--- src/include/dac_link_pkg.sv ---
// shared constants for the serial converter write link
package dac_link_pkg;
   localparam int FRAME_BITS = 16;
   localparam int CODE_BITS = 8;
   localparam int MODE_BITS = 2;
   localparam int MODE_HI_POS = 13;
   localparam int MODE_LO_POS = 12;
   localparam int CODE_MSB_POS = 11;
   localparam int CODE_LSB_POS = 4;
   localparam int BYTE_BITS = 8;
   localparam logic [1:0] MODE_NORMAL = 2'h0;
   localparam logic [1:0] MODE_PD_1K = 2'h1;
   localparam logic [1:0] MODE_PD_100K = 2'h2;
   localparam logic [1:0] MODE_PD_HIZ = 2'h3;
   localparam logic [7:0] CODE_RESET = 8'h00;
   localparam int SYS_CLK_NS = 40;
   localparam int SCLK_HALF_NS = 160;
   localparam int SCLK_HALF_CYC = (SCLK_HALF_NS + SYS_CLK_NS - 1) / SYS_CLK_NS;
   localparam int SYNC_HIGH_NS = 20;
   localparam int SYNC_HIGH_CYC = (SYNC_HIGH_NS + SYS_CLK_NS - 1) / SYS_CLK_NS;
endpackage

--- src/include/dac_link_if.sv ---
// three-wire write link between host and converter
`timescale 1ns/1ps
interface dac_link_if;
   logic frame_n;
   logic sclk;
   logic din;
   modport host (output frame_n, output sclk, output din);
   modport dev (input frame_n, input sclk, input din);
endinterface

--- src/hdl/dac_dev.sv ---
// device end: frame receiver, code register and power-down mode control
// Contract
// RQ1: frame opens on falling frame line
// RQ2: shift data on falling clock edges
// RQ3: sixteenth falling edge applies the frame
// RQ4: host raises frame line before next
// RQ5: msb first, mode at bits 13:12
// RQ6: code at bits 11:4, rest ignored
// RQ7: byte hosts keep frame low across two
// RQ8: early frame rise discards the frame
// RQ9: power-up code register is zero
// RQ10: mode decode: normal, 1k, 100k, hiz
// RQ11: nonzero mode shuts bias, applies termination
// RQ12: power-down keeps code, output returns
// RQ13: code straight binary zero to 255
// RQ14: host idles lines low between frames
// RQ15: spi master uses polarity 0 phase 1
// RQ16: three-wire host changes data on rise
// RQ17: edges after sixteenth ignored until reframe
`timescale 1ns/1ps
module dac_dev (
   input wire logic sys_clk,
   input wire logic rst_n,
   dac_link_if.dev link,
   output logic [7:0] code,
   output logic [1:0] mode,
   output logic powered,
   output logic term_1k,
   output logic term_100k,
   output logic out_hiz,
   output logic out_enable,
   output logic update
);
   typedef enum logic [1:0] {R_IDLE, R_SHIFT, R_DONE} rx_st_e;
   // edge pins get a third stage for edge detection; bit 0 frame line, bit 1 serial clock
   localparam int EDGE_PINS = 2;
   localparam int FRAME_PIN = 0;
   localparam int CLOCK_PIN = 1;
   // reset each stage to its pin's rest level, so no false edge follows reset
   localparam logic [EDGE_PINS-1:0] PIN_IDLE = 2'h1;
   rx_st_e st_ff, nxt_st;
   logic [EDGE_PINS-1:0] pin_raw, pin_s, pin_d;
   logic [1:0] din_sync_ff, nxt_din_sync;
   logic [dac_link_pkg::FRAME_BITS-1:0] sh_ff, nxt_sh, frame_w;
   logic [4:0] cnt_ff, nxt_cnt;
   logic [dac_link_pkg::CODE_BITS-1:0] code_ff, nxt_code;
   logic [dac_link_pkg::MODE_BITS-1:0] mode_ff, nxt_mode;
   logic upd_ff, nxt_upd;
   logic pwr_ff, t1k_ff, t100k_ff, hiz_ff, oe_ff;
   logic nxt_pwr, nxt_t1k, nxt_t100k, nxt_hiz, nxt_oe;
   logic fr_fall, fr_high, sck_fall, din_s;

   // a fall shows as the older stage high and the newer stage low
   function automatic logic fell(input logic older, input logic newer);
      return older && !newer;
   endfunction

   // mode field of an assembled frame; the two leading bits are never looked at
   function automatic logic [dac_link_pkg::MODE_BITS-1:0] frame_mode(
      input logic [dac_link_pkg::FRAME_BITS-1:0] f);
      return f[dac_link_pkg::MODE_HI_POS:dac_link_pkg::MODE_LO_POS];
   endfunction

   // converter code of an assembled frame; the four trailing bits are dropped
   function automatic logic [dac_link_pkg::CODE_BITS-1:0] frame_code(
      input logic [dac_link_pkg::FRAME_BITS-1:0] f);
      return f[dac_link_pkg::CODE_MSB_POS:dac_link_pkg::CODE_LSB_POS];
   endfunction

   // one-hot view of the mode: normal, 1k pulldown, 100k pulldown, high impedance
   function automatic logic [3:0] mode_onehot(input logic [dac_link_pkg::MODE_BITS-1:0] m);
      logic [3:0] oh;
      oh = 4'h0;
      case (m)
         dac_link_pkg::MODE_NORMAL: oh = 4'h8;
         dac_link_pkg::MODE_PD_1K: oh = 4'h4;
         dac_link_pkg::MODE_PD_100K: oh = 4'h2;
         default: oh = 4'h1;
      endcase
      return oh;
   endfunction

   assign pin_raw = {link.sclk, link.frame_n};

   // only the second stage feeds logic; the third just remembers it for edge detection
   for (genvar g = 0; g < EDGE_PINS; g++) begin : g_edge_sync
      logic [2:0] stg_ff;
      logic [2:0] nxt_stg;
      always_comb begin
         nxt_stg = {stg_ff[1:0], pin_raw[g]};
      end
      always_ff @(posedge sys_clk) begin
         if (!rst_n) begin
            stg_ff <= {3{PIN_IDLE[g]}};
         end else begin
            stg_ff <= nxt_stg;
         end
      end
      assign pin_s[g] = stg_ff[1];
      assign pin_d[g] = stg_ff[2];
   end

   // data needs no edge detection; it is held steady around each clock fall
   always_comb begin
      nxt_din_sync = {din_sync_ff[0], link.din};
   end

   always_ff @(posedge sys_clk) begin
      if (!rst_n) begin
         din_sync_ff <= 2'h0;
      end else begin
         din_sync_ff <= nxt_din_sync;
      end
   end

   assign fr_high = pin_s[FRAME_PIN];
   assign fr_fall = fell(pin_d[FRAME_PIN], pin_s[FRAME_PIN]); // RQ1
   assign sck_fall = fell(pin_d[CLOCK_PIN], pin_s[CLOCK_PIN]); // RQ2
   assign din_s = din_sync_ff[1];
   // the frame as it stands once the current bit is shifted in
   assign frame_w = {sh_ff[dac_link_pkg::FRAME_BITS-2:0], din_s}; // RQ5

   // frame receiver; the clock period must exceed several sys_clk cycles
   always_comb begin
      nxt_st = st_ff;
      nxt_sh = sh_ff;
      nxt_cnt = cnt_ff;
      nxt_code = code_ff;
      nxt_mode = mode_ff;
      nxt_upd = 1'b0;
      case (st_ff)
         R_IDLE: begin
            if (fr_fall) begin
               nxt_st = R_SHIFT; // RQ1
               nxt_cnt = 5'h00;
               nxt_sh = 16'h0000;
            end
         end
         R_SHIFT: begin
            if (fr_high) begin
               nxt_sh = 16'h0000; // RQ8
               nxt_st = R_IDLE; // RQ8
            end else if (sck_fall) begin
               nxt_sh = frame_w; // RQ2 RQ5 RQ7
               nxt_cnt = cnt_ff + 5'h01;
               if (cnt_ff == 5'(dac_link_pkg::FRAME_BITS - 1)) begin
                  // apply at once on the last edge
                  nxt_mode = frame_mode(frame_w); // RQ3 RQ5
                  nxt_code = frame_code(frame_w); // RQ6 RQ12 RQ13
                  nxt_upd = 1'b1; // RQ3
                  nxt_st = R_DONE;
               end
            end
         end
         default: begin
            if (fr_high) begin
               nxt_st = R_IDLE; // RQ17
            end
         end
      endcase
   end

   always_ff @(posedge sys_clk) begin
      if (!rst_n) begin
         st_ff <= R_IDLE;
         sh_ff <= 16'h0000;
         cnt_ff <= 5'h00;
         code_ff <= dac_link_pkg::CODE_RESET; // RQ9
         mode_ff <= dac_link_pkg::MODE_NORMAL;
         upd_ff <= 1'b0;
      end else begin
         st_ff <= nxt_st;
         sh_ff <= nxt_sh;
         cnt_ff <= nxt_cnt;
         code_ff <= nxt_code;
         mode_ff <= nxt_mode;
         upd_ff <= nxt_upd;
      end
   end

   // controls follow the mode being registered, so both switch in the same cycle
   always_comb begin
      {nxt_pwr, nxt_t1k, nxt_t100k, nxt_hiz} = mode_onehot(nxt_mode); // RQ10 RQ11
      nxt_oe = nxt_pwr; // RQ12
   end

   // power-down only gates the output stage; the code register is left alone
   always_ff @(posedge sys_clk) begin
      if (!rst_n) begin
         pwr_ff <= 1'b1;
         t1k_ff <= 1'b0;
         t100k_ff <= 1'b0;
         hiz_ff <= 1'b0;
         oe_ff <= 1'b1;
      end else begin
         pwr_ff <= nxt_pwr;
         t1k_ff <= nxt_t1k;
         t100k_ff <= nxt_t100k;
         hiz_ff <= nxt_hiz;
         oe_ff <= nxt_oe;
      end
   end

   assign code = code_ff;
   assign mode = mode_ff;
   assign powered = pwr_ff;
   assign term_1k = t1k_ff;
   assign term_100k = t100k_ff;
   assign out_hiz = hiz_ff;
   assign out_enable = oe_ff;
   assign update = upd_ff;
endmodule // dac_dev

--- src/flat_wrapper.sv ---
// flat-port wrapper written by rule: the top's interface ports become plain ports
module dac_dev_flat 
  (sys_clk, rst_n, code, mode, powered, term_1k, term_100k, out_hiz, out_enable, update, link_frame_n, link_sclk, link_din);
  dac_link_if link_i ();
  input wire logic sys_clk;
  input wire logic rst_n;
  output logic [7:0] code;
  output logic [1:0] mode;
  output logic powered;
  output logic term_1k;
  output logic term_100k;
  output logic out_hiz;
  output logic out_enable;
  output logic update;
  input wire logic [$bits(link_i.frame_n)-1:0] link_frame_n;
  input wire logic [$bits(link_i.sclk)-1:0] link_sclk;
  input wire logic [$bits(link_i.din)-1:0] link_din;
  assign link_i.frame_n = link_frame_n;
  assign link_i.sclk = link_sclk;
  assign link_i.din = link_din;
  dac_dev u_core (.sys_clk(sys_clk), .rst_n(rst_n), .link(link_i), .code(code), .mode(mode), .powered(powered), .term_1k(term_1k), .term_100k(term_100k), .out_hiz(out_hiz), .out_enable(out_enable), .update(update));
endmodule
--- config.mk ---
export PLATFORM = sky130hd
export DESIGN_NAME = dac_dev_flat
export DESIGN_NICKNAME = d
export VERILOG_FILES = /design/src/include/dac_link_pkg.sv /design/src/include/dac_link_if.sv /design/src/hdl/dac_dev.sv /design/src/flat_wrapper.sv
export SDC_FILE = /design/constraint.sdc
export NUM_CORES = 1
export LEC_CHECK = 0
export BUFFER_PORTS_ARGS = -buffer_cell sky130_fd_sc_hd__clkbuf_2
export CORE_MARGIN = 8
export CORE_UTILIZATION = 58
export DETAILED_ROUTE_END_ITERATION = 10
export MAX_ROUTING_LAYER = met4
export PLACE_DENSITY = 0.79
export SLEW_MARGIN = 25
export SYNTH_ARGS = -nofsm -noshare
export SYNTH_HDL_FRONTEND = slang
export SYNTH_SLANG_ARGS = --single-unit
--- constraint.sdc ---
create_clock -name sys_clk -period 3.4 [get_ports sys_clk]
set_clock_uncertainty 0.1 [all_clocks]
set_input_delay 0.51 -clock sys_clk [delete_from_list [all_inputs] [get_ports sys_clk]]
set_output_delay 0.51 -clock sys_clk [all_outputs]
set_load 0.02 [all_outputs]
Word level (Yosys, flattened, before mapping)
Index checks and enable logic that the tools add are counted.
{ "totals": {"regBits": 43, "inputBits": 5, "out_inout_bits": 16, "elab_cells": 60} }
{ "op_classes": {"n_addsub": 1, "n_eq_ne": 9, "mux": 20, "bitwise_logic": 4, "reduce_logical": 13} }
{ "op_table": {"columns": ["cell", "count"], "rows": [
  ["$mux 13", 3],
  ["$pmux 13 s2", 1],
  ["$mux 2", 9],
  ["$mux 5", 3],
  ["$pmux 4 s3", 1],
  ["$reduce_and 4->1", 3],
  ["$pmux 5 s2", 1],
  ["$ne 3x1->1 const B", 2],
  ["$add 5x1->5 const B", 1],
  ["$eq 5x4->1 const B", 1],
  ["$eq 2x1->1 const B", 2],
  ["$logic_not 2->1", 2],
  ["$ne 2x1->1 const B", 2],
  ["$not 1->1", 4],
  ["$pmux 2 s2", 1],
  ["$reduce_or 4->1", 1],
  ["$reduce_and 3->1", 1],
  ["$reduce_bool 3->1", 1],
  ["$eq 2x2->1 const B", 1],
  ["$logic_and 1x1->1", 2],
  ["$logic_not 1->1", 2],
  ["$ne 2x2->1 const B", 1],
  ["$reduce_bool 2->1", 1],
  ["$mux 1", 1]
]} }

Logic depth before layout (Yosys ltp)
{ "logic_depth": {"ltp_word": 7, "ltp_mapped": 8} }

Least setup slack after synthesis
No wires, ideal clock.
{ "synth_path": {"kind": "register to register", "from": "reg u_core.cnt_ff[0]", "to": "reg u_core.st_ff[1]", "setup_ns": 0.114, "t_arrival_ns": 1.496, "required_ns": 3.186, "path_slack_ns": 1.690, "path_stages_with_launch": 9, "cell_sequence": "dfxtp_1 -> ha_1 -> and3_1 -> ha_1 -> and3b_1 -> clkbuf_1 -> buf_2 -> a21oi_1 -> nor2_1"} }
{ "synth_between": {"elab_chain_len": 3} }
{ "synth_lines": {"columns": ["element", "line", "source"], "rows": [
  ["start, declared", "dac_dev.sv:45", "logic [4:0] cnt_ff, nxt_cnt;"],
  ["start signal, assigned", "dac_dev.sv:174", "cnt_ff <= nxt_cnt;"],
  ["$eq 5x4->1", "dac_dev.sv:146", "if (cnt_ff == 5'(dac_link_pkg::FRAME_BITS - 1)) begin"],
  ["$ne 3x1->1 (no source line)", null, null],
  ["$reduce_and 4->1 (no source line)", null, null],
  ["end signal, assigned", "dac_dev.sv:172", "st_ff <= nxt_st;"],
  ["end, declared", "dac_dev.sv:41", "rx_st_e st_ff, nxt_st;"]
]} }
Every way passes these cells.
A chain may end at the register's enable or synchronous reset.

Worst setup path after layout
{ "layout_path": {"from": "reg u_core.cnt_ff[0]", "to": "reg u_core.pwr_ff (netlist: u_core.powered)"} }
{ "layout_between": {"elab_chain_len": 7, "word_cells_on_any_way": 9, "cone_classes": "3 x eq/ne; 5 x mux; 1 x reduce/logical"} }
{ "layout_lines": {"columns": ["element", "line", "source"], "rows": [
  ["$eq 5x4->1 *", "dac_dev.sv:146", null],
  ["$mux 2 *", "dac_dev.sv:146", null],
  ["$mux 2 *", "dac_dev.sv:143", "end else if (sck_fall) begin"],
  ["$mux 2 *", "dac_dev.sv:140", "if (fr_high) begin"],
  ["$mux 2 *", "dac_dev.sv:131", "case (st_ff)"],
  ["$eq 2x2->1 (tied with other cells)", "dac_dev.sv:74", "case (m)"],
  ["$pmux 4 s3 *", "dac_dev.sv:74", null],
  ["end signal, assigned", "dac_dev.sv:196", "pwr_ff <= nxt_pwr;"],
  ["end, declared", "dac_dev.sv:49", "logic pwr_ff, t1k_ff, t100k_ff, hiz_ff, oe_ff;"]
]} }
Every way passes the cells marked *; elsewhere a longest branch is shown, timed or not.

==> results_dict.tcl <==
set metrics [dict create \
    status "complete, no violations" \
    min_from "link_frame_n" \
    setup_viol 0 \
    wl_um 3370 \
    cts_buffers 5 \
    synth_cells 194 \
    slowest_delay_ps 550 \
    cts_tree "yes" \
    port_buffers 20 \
    tns_ps 0 \
    arrival_ps 2240 \
    antenna_found_initial 0 \
    htree_levels 2 \
    grtUsageTotal_pct 14.5 \
    r2r-start "u_core.cnt_ff[0]$_SDFFE_PN0P_" \
    drive_gt1_share_pct 15.4 \
    crit_chain "ha_1, and3_1, ha_1, nand3b_1, or4_1, o311ai_1" \
    die_h_um 72.0 \
    hpwl_um 2220 \
    path_class "flop to flop" \
    max_cap_violations 0 \
    grt_max_degree 51 \
    n_antenna_cell 0 \
    grt_pass1_vias 1326 \
    path_clk_slew_ps 120 \
    vias_per_cell 5.48 \
    fin_crit_sh_pct 61.0 \
    drt.antenna.violating_nets 0 \
    avgSynthCellArea_um2 9.37 \
    hold_viol 0 \
    drc 0 \
    cts_resized 0 \
    maxSlewHeadroom_pct 32.5 \
    power.density_nw_per_um2 395 \
    start_util_pct 60.0 \
    crit_fanout 16 \
    routedWlPerCell_um 13.4 \
    period_minus_slack_ps 2070 \
    hp-class "primary input to flop" \
    max_freq_mhz 482 \
    io_pins 21 \
    start_kind "flop" \
    numClockSinks 43 \
    grt-ovfl-total 0 \
    dr.pass1.iters 4 \
    die_x_um 72.0 \
    slew_viol_final 0 \
    ys_warn_count 0 \
    place_inst 244 \
    worst_setup_path_end_kind "flop" \
    cts-root-buf "clkbuf_4" \
    critPathMostFrequentCell "ha_1" \
    cts.path.max_buffers 2 \
    core_um2 3030 \
    drtIter0Drc 87 \
    cp_slowest_cell "or4_1" \
    die_area_um2 5180 \
    vias 1380 \
    num_rows 20 \
    grt_pass1_wl_um 5850 \
    synth_nets 201 \
    seq_area_frac_synth_pct 47.4 \
    clk_latency_ps 340 \
    startpoint "u_core.cnt_ff[0]$_SDFFE_PN0P_" \
    fin_cells 252 \
    cts_setup_buffers 0 \
    rsz0062_at_grt "no" \
    cts_hold_buf 0 \
    worstMarginPinSlew_ps 1010 \
    syn_area_um2 1820 \
    p_leak_nw 0.760 \
    peakVddDrop_v 0.000325 \
    area_growth_syn_to_layout_pct 7.91 \
    final_nets 214 \
    worst_ep_required_time_ps 3560 \
    place.gp.congestion 0.791 \
    ys_types 34 \
    ys_ff_latch 43 \
]
worst paths after layout:
kind,endpoint,slack [ps],cells past startpoint
min,u_core.g_edge_sync[0].stg_ff[0]$_SDFF_PN1_,250,2
max,u_core.powered$_SDFF_PN1_,1330,6
min reg2reg,u_core.g_edge_sync[0].stg_ff[1]$_SDFF_PN1_,330,1
max reg2reg,u_core.powered$_SDFF_PN1_,1330,6
final cells by class:
cell class                 instances  area [um^2]
multi-input combinational        133          877
clock buffer                       7         45.0
timing repair buffer              21          108
sequential                        43          861
inverter                           3         11.3
tap                               44         55.1
clock inverter                     1         5.00
fill                             269         1070
synth_stat cells:
library cell	instances	area, um^2
o311ai_1	1	8.76
and3b_1	1	8.76
nor2_1	2	7.51
a21oi_1	3	15.0
nand4_1	1	6.26
or4b_1	1	10.0
nand2b_1	6	37.5
nand4b_1	2	17.5
inv_1	3	11.3
buf_1	1	3.75
and2_1	5	31.3
buf_6	1	11.3
a211oi_1	2	15.0
nor2b_1	4	25.0
ha_1	2	25.0
and4bb_2	1	12.5
nand3b_1	6	45.0
or2_2	1	6.26
o21ai_0	13	65.1
o221ai_2	1	15.0
or4_1	1	7.51
or3b_4	1	11.3
buf_4	2	15.0
and3_1	2	12.5
buf_2	3	15.0
o211ai_1	1	7.51
nand3_1	17	85.1
nand2_1	26	97.6
nor3b_2	1	12.5
dfxtp_1	43	861
a21boi_0	13	97.6
mux2i_1	18	180
and2b_1	1	7.51
clkbuf_1	8	30.0
layer usage:
layer  global-route usage, %  vias up  part of all wire, %
met5                       -        -                    0
met3                    4.96        6                  5.2
met4                    8.16        0                  1.7
met1                    15.2      648                   44
li1                        -      697                    -
met2                    23.6       29                   49
registers in the layout (all words and copies together) (netlist names):
| name | flops |
|---|---|
| u_core.out_hiz | 1 |
| u_core.st_ff | 2 |
| u_core.update | 1 |
| u_core.term_1k | 1 |
| u_core.mode | 2 |
| u_core.code | 8 |
| u_core.g_edge_sync.stg_ff | 6 |
| u_core.cnt_ff | 5 |
| u_core.sh_ff | 13 |
| u_core.din_sync_ff | 2 |
| u_core.term_100k | 1 |
| u_core.powered | 1 |
critical path, delay by kind of cell, from the launching register on:
kind | cells | cell delay (ps)
AND/OR/NAND/NOR | 3 | 1090
flip-flops | 1 | 390
adder cells (fa/ha/maj) | 2 | 340
AO/OA/AOI/OAI | 1 | 90
cell families after synthesis:
logic type | Yosys count | synth area share, %
muxes | 18 | 9.91
DFF | 43 | 47.4
and+or+nand+nor | 79 | 24.3
buffers and inverters | 18 | 4.75
adders and majority gates | 2 | 1.38
AOI/OAI and AO/OA | 34 | 12.3
cells in the final DEF (no fill, tap or decap), types with 3 or more instances in the layout:
| cell | synthesis | final |
|---|---|---|
| nand3_1 | 17 | 17 |
| nor2b_1 | 4 | 4 |
| clkbuf_4 | 0 | 5 |
| o21ai_0 | 13 | 13 |
| inv_1 | 3 | 3 |
| clkbuf_2 | 0 | 20 |
| and2_1 | 5 | 5 |
| a21oi_1 | 3 | 3 |
| nand2b_1 | 6 | 6 |
| dfxtp_1 | 43 | 43 |
| mux2i_1 | 18 | 18 |
| nand3b_1 | 6 | 6 |
| a21boi_0 | 13 | 13 |
| nand2_1 | 26 | 26 |
where the power goes:
part | switching (mW) | internal, mW
logic | 0.0177 | 0.0148
registers | 0.00326 | 0.508
clock network | 0.151 | 0.0808
total | 0.172 | 0.603
stage by stage:
| step | utilization, % | area [um^2] | setup WS (ps) | hold slack [ps] | total power, mW |
|---|---|---|---|---|---|
| CTS | 64.6 | 1960 | 1320 | 233 | 0.783 |
| global placement | 62.9 | 1910 | 1430 | 298 | 0.554 |
| finish | 64.8 | 1960 | 1330 | 252 | 0.775 |
| detailed placement | 62.9 | 1910 | 1340 | 306 | 0.555 |
| floorplan | - | 1820 | 1690 | 286 | 0.548 |
| global route | 64.8 | 1960 | 1110 | 245 | 0.802 |
(Power assumes the default switching activity.)
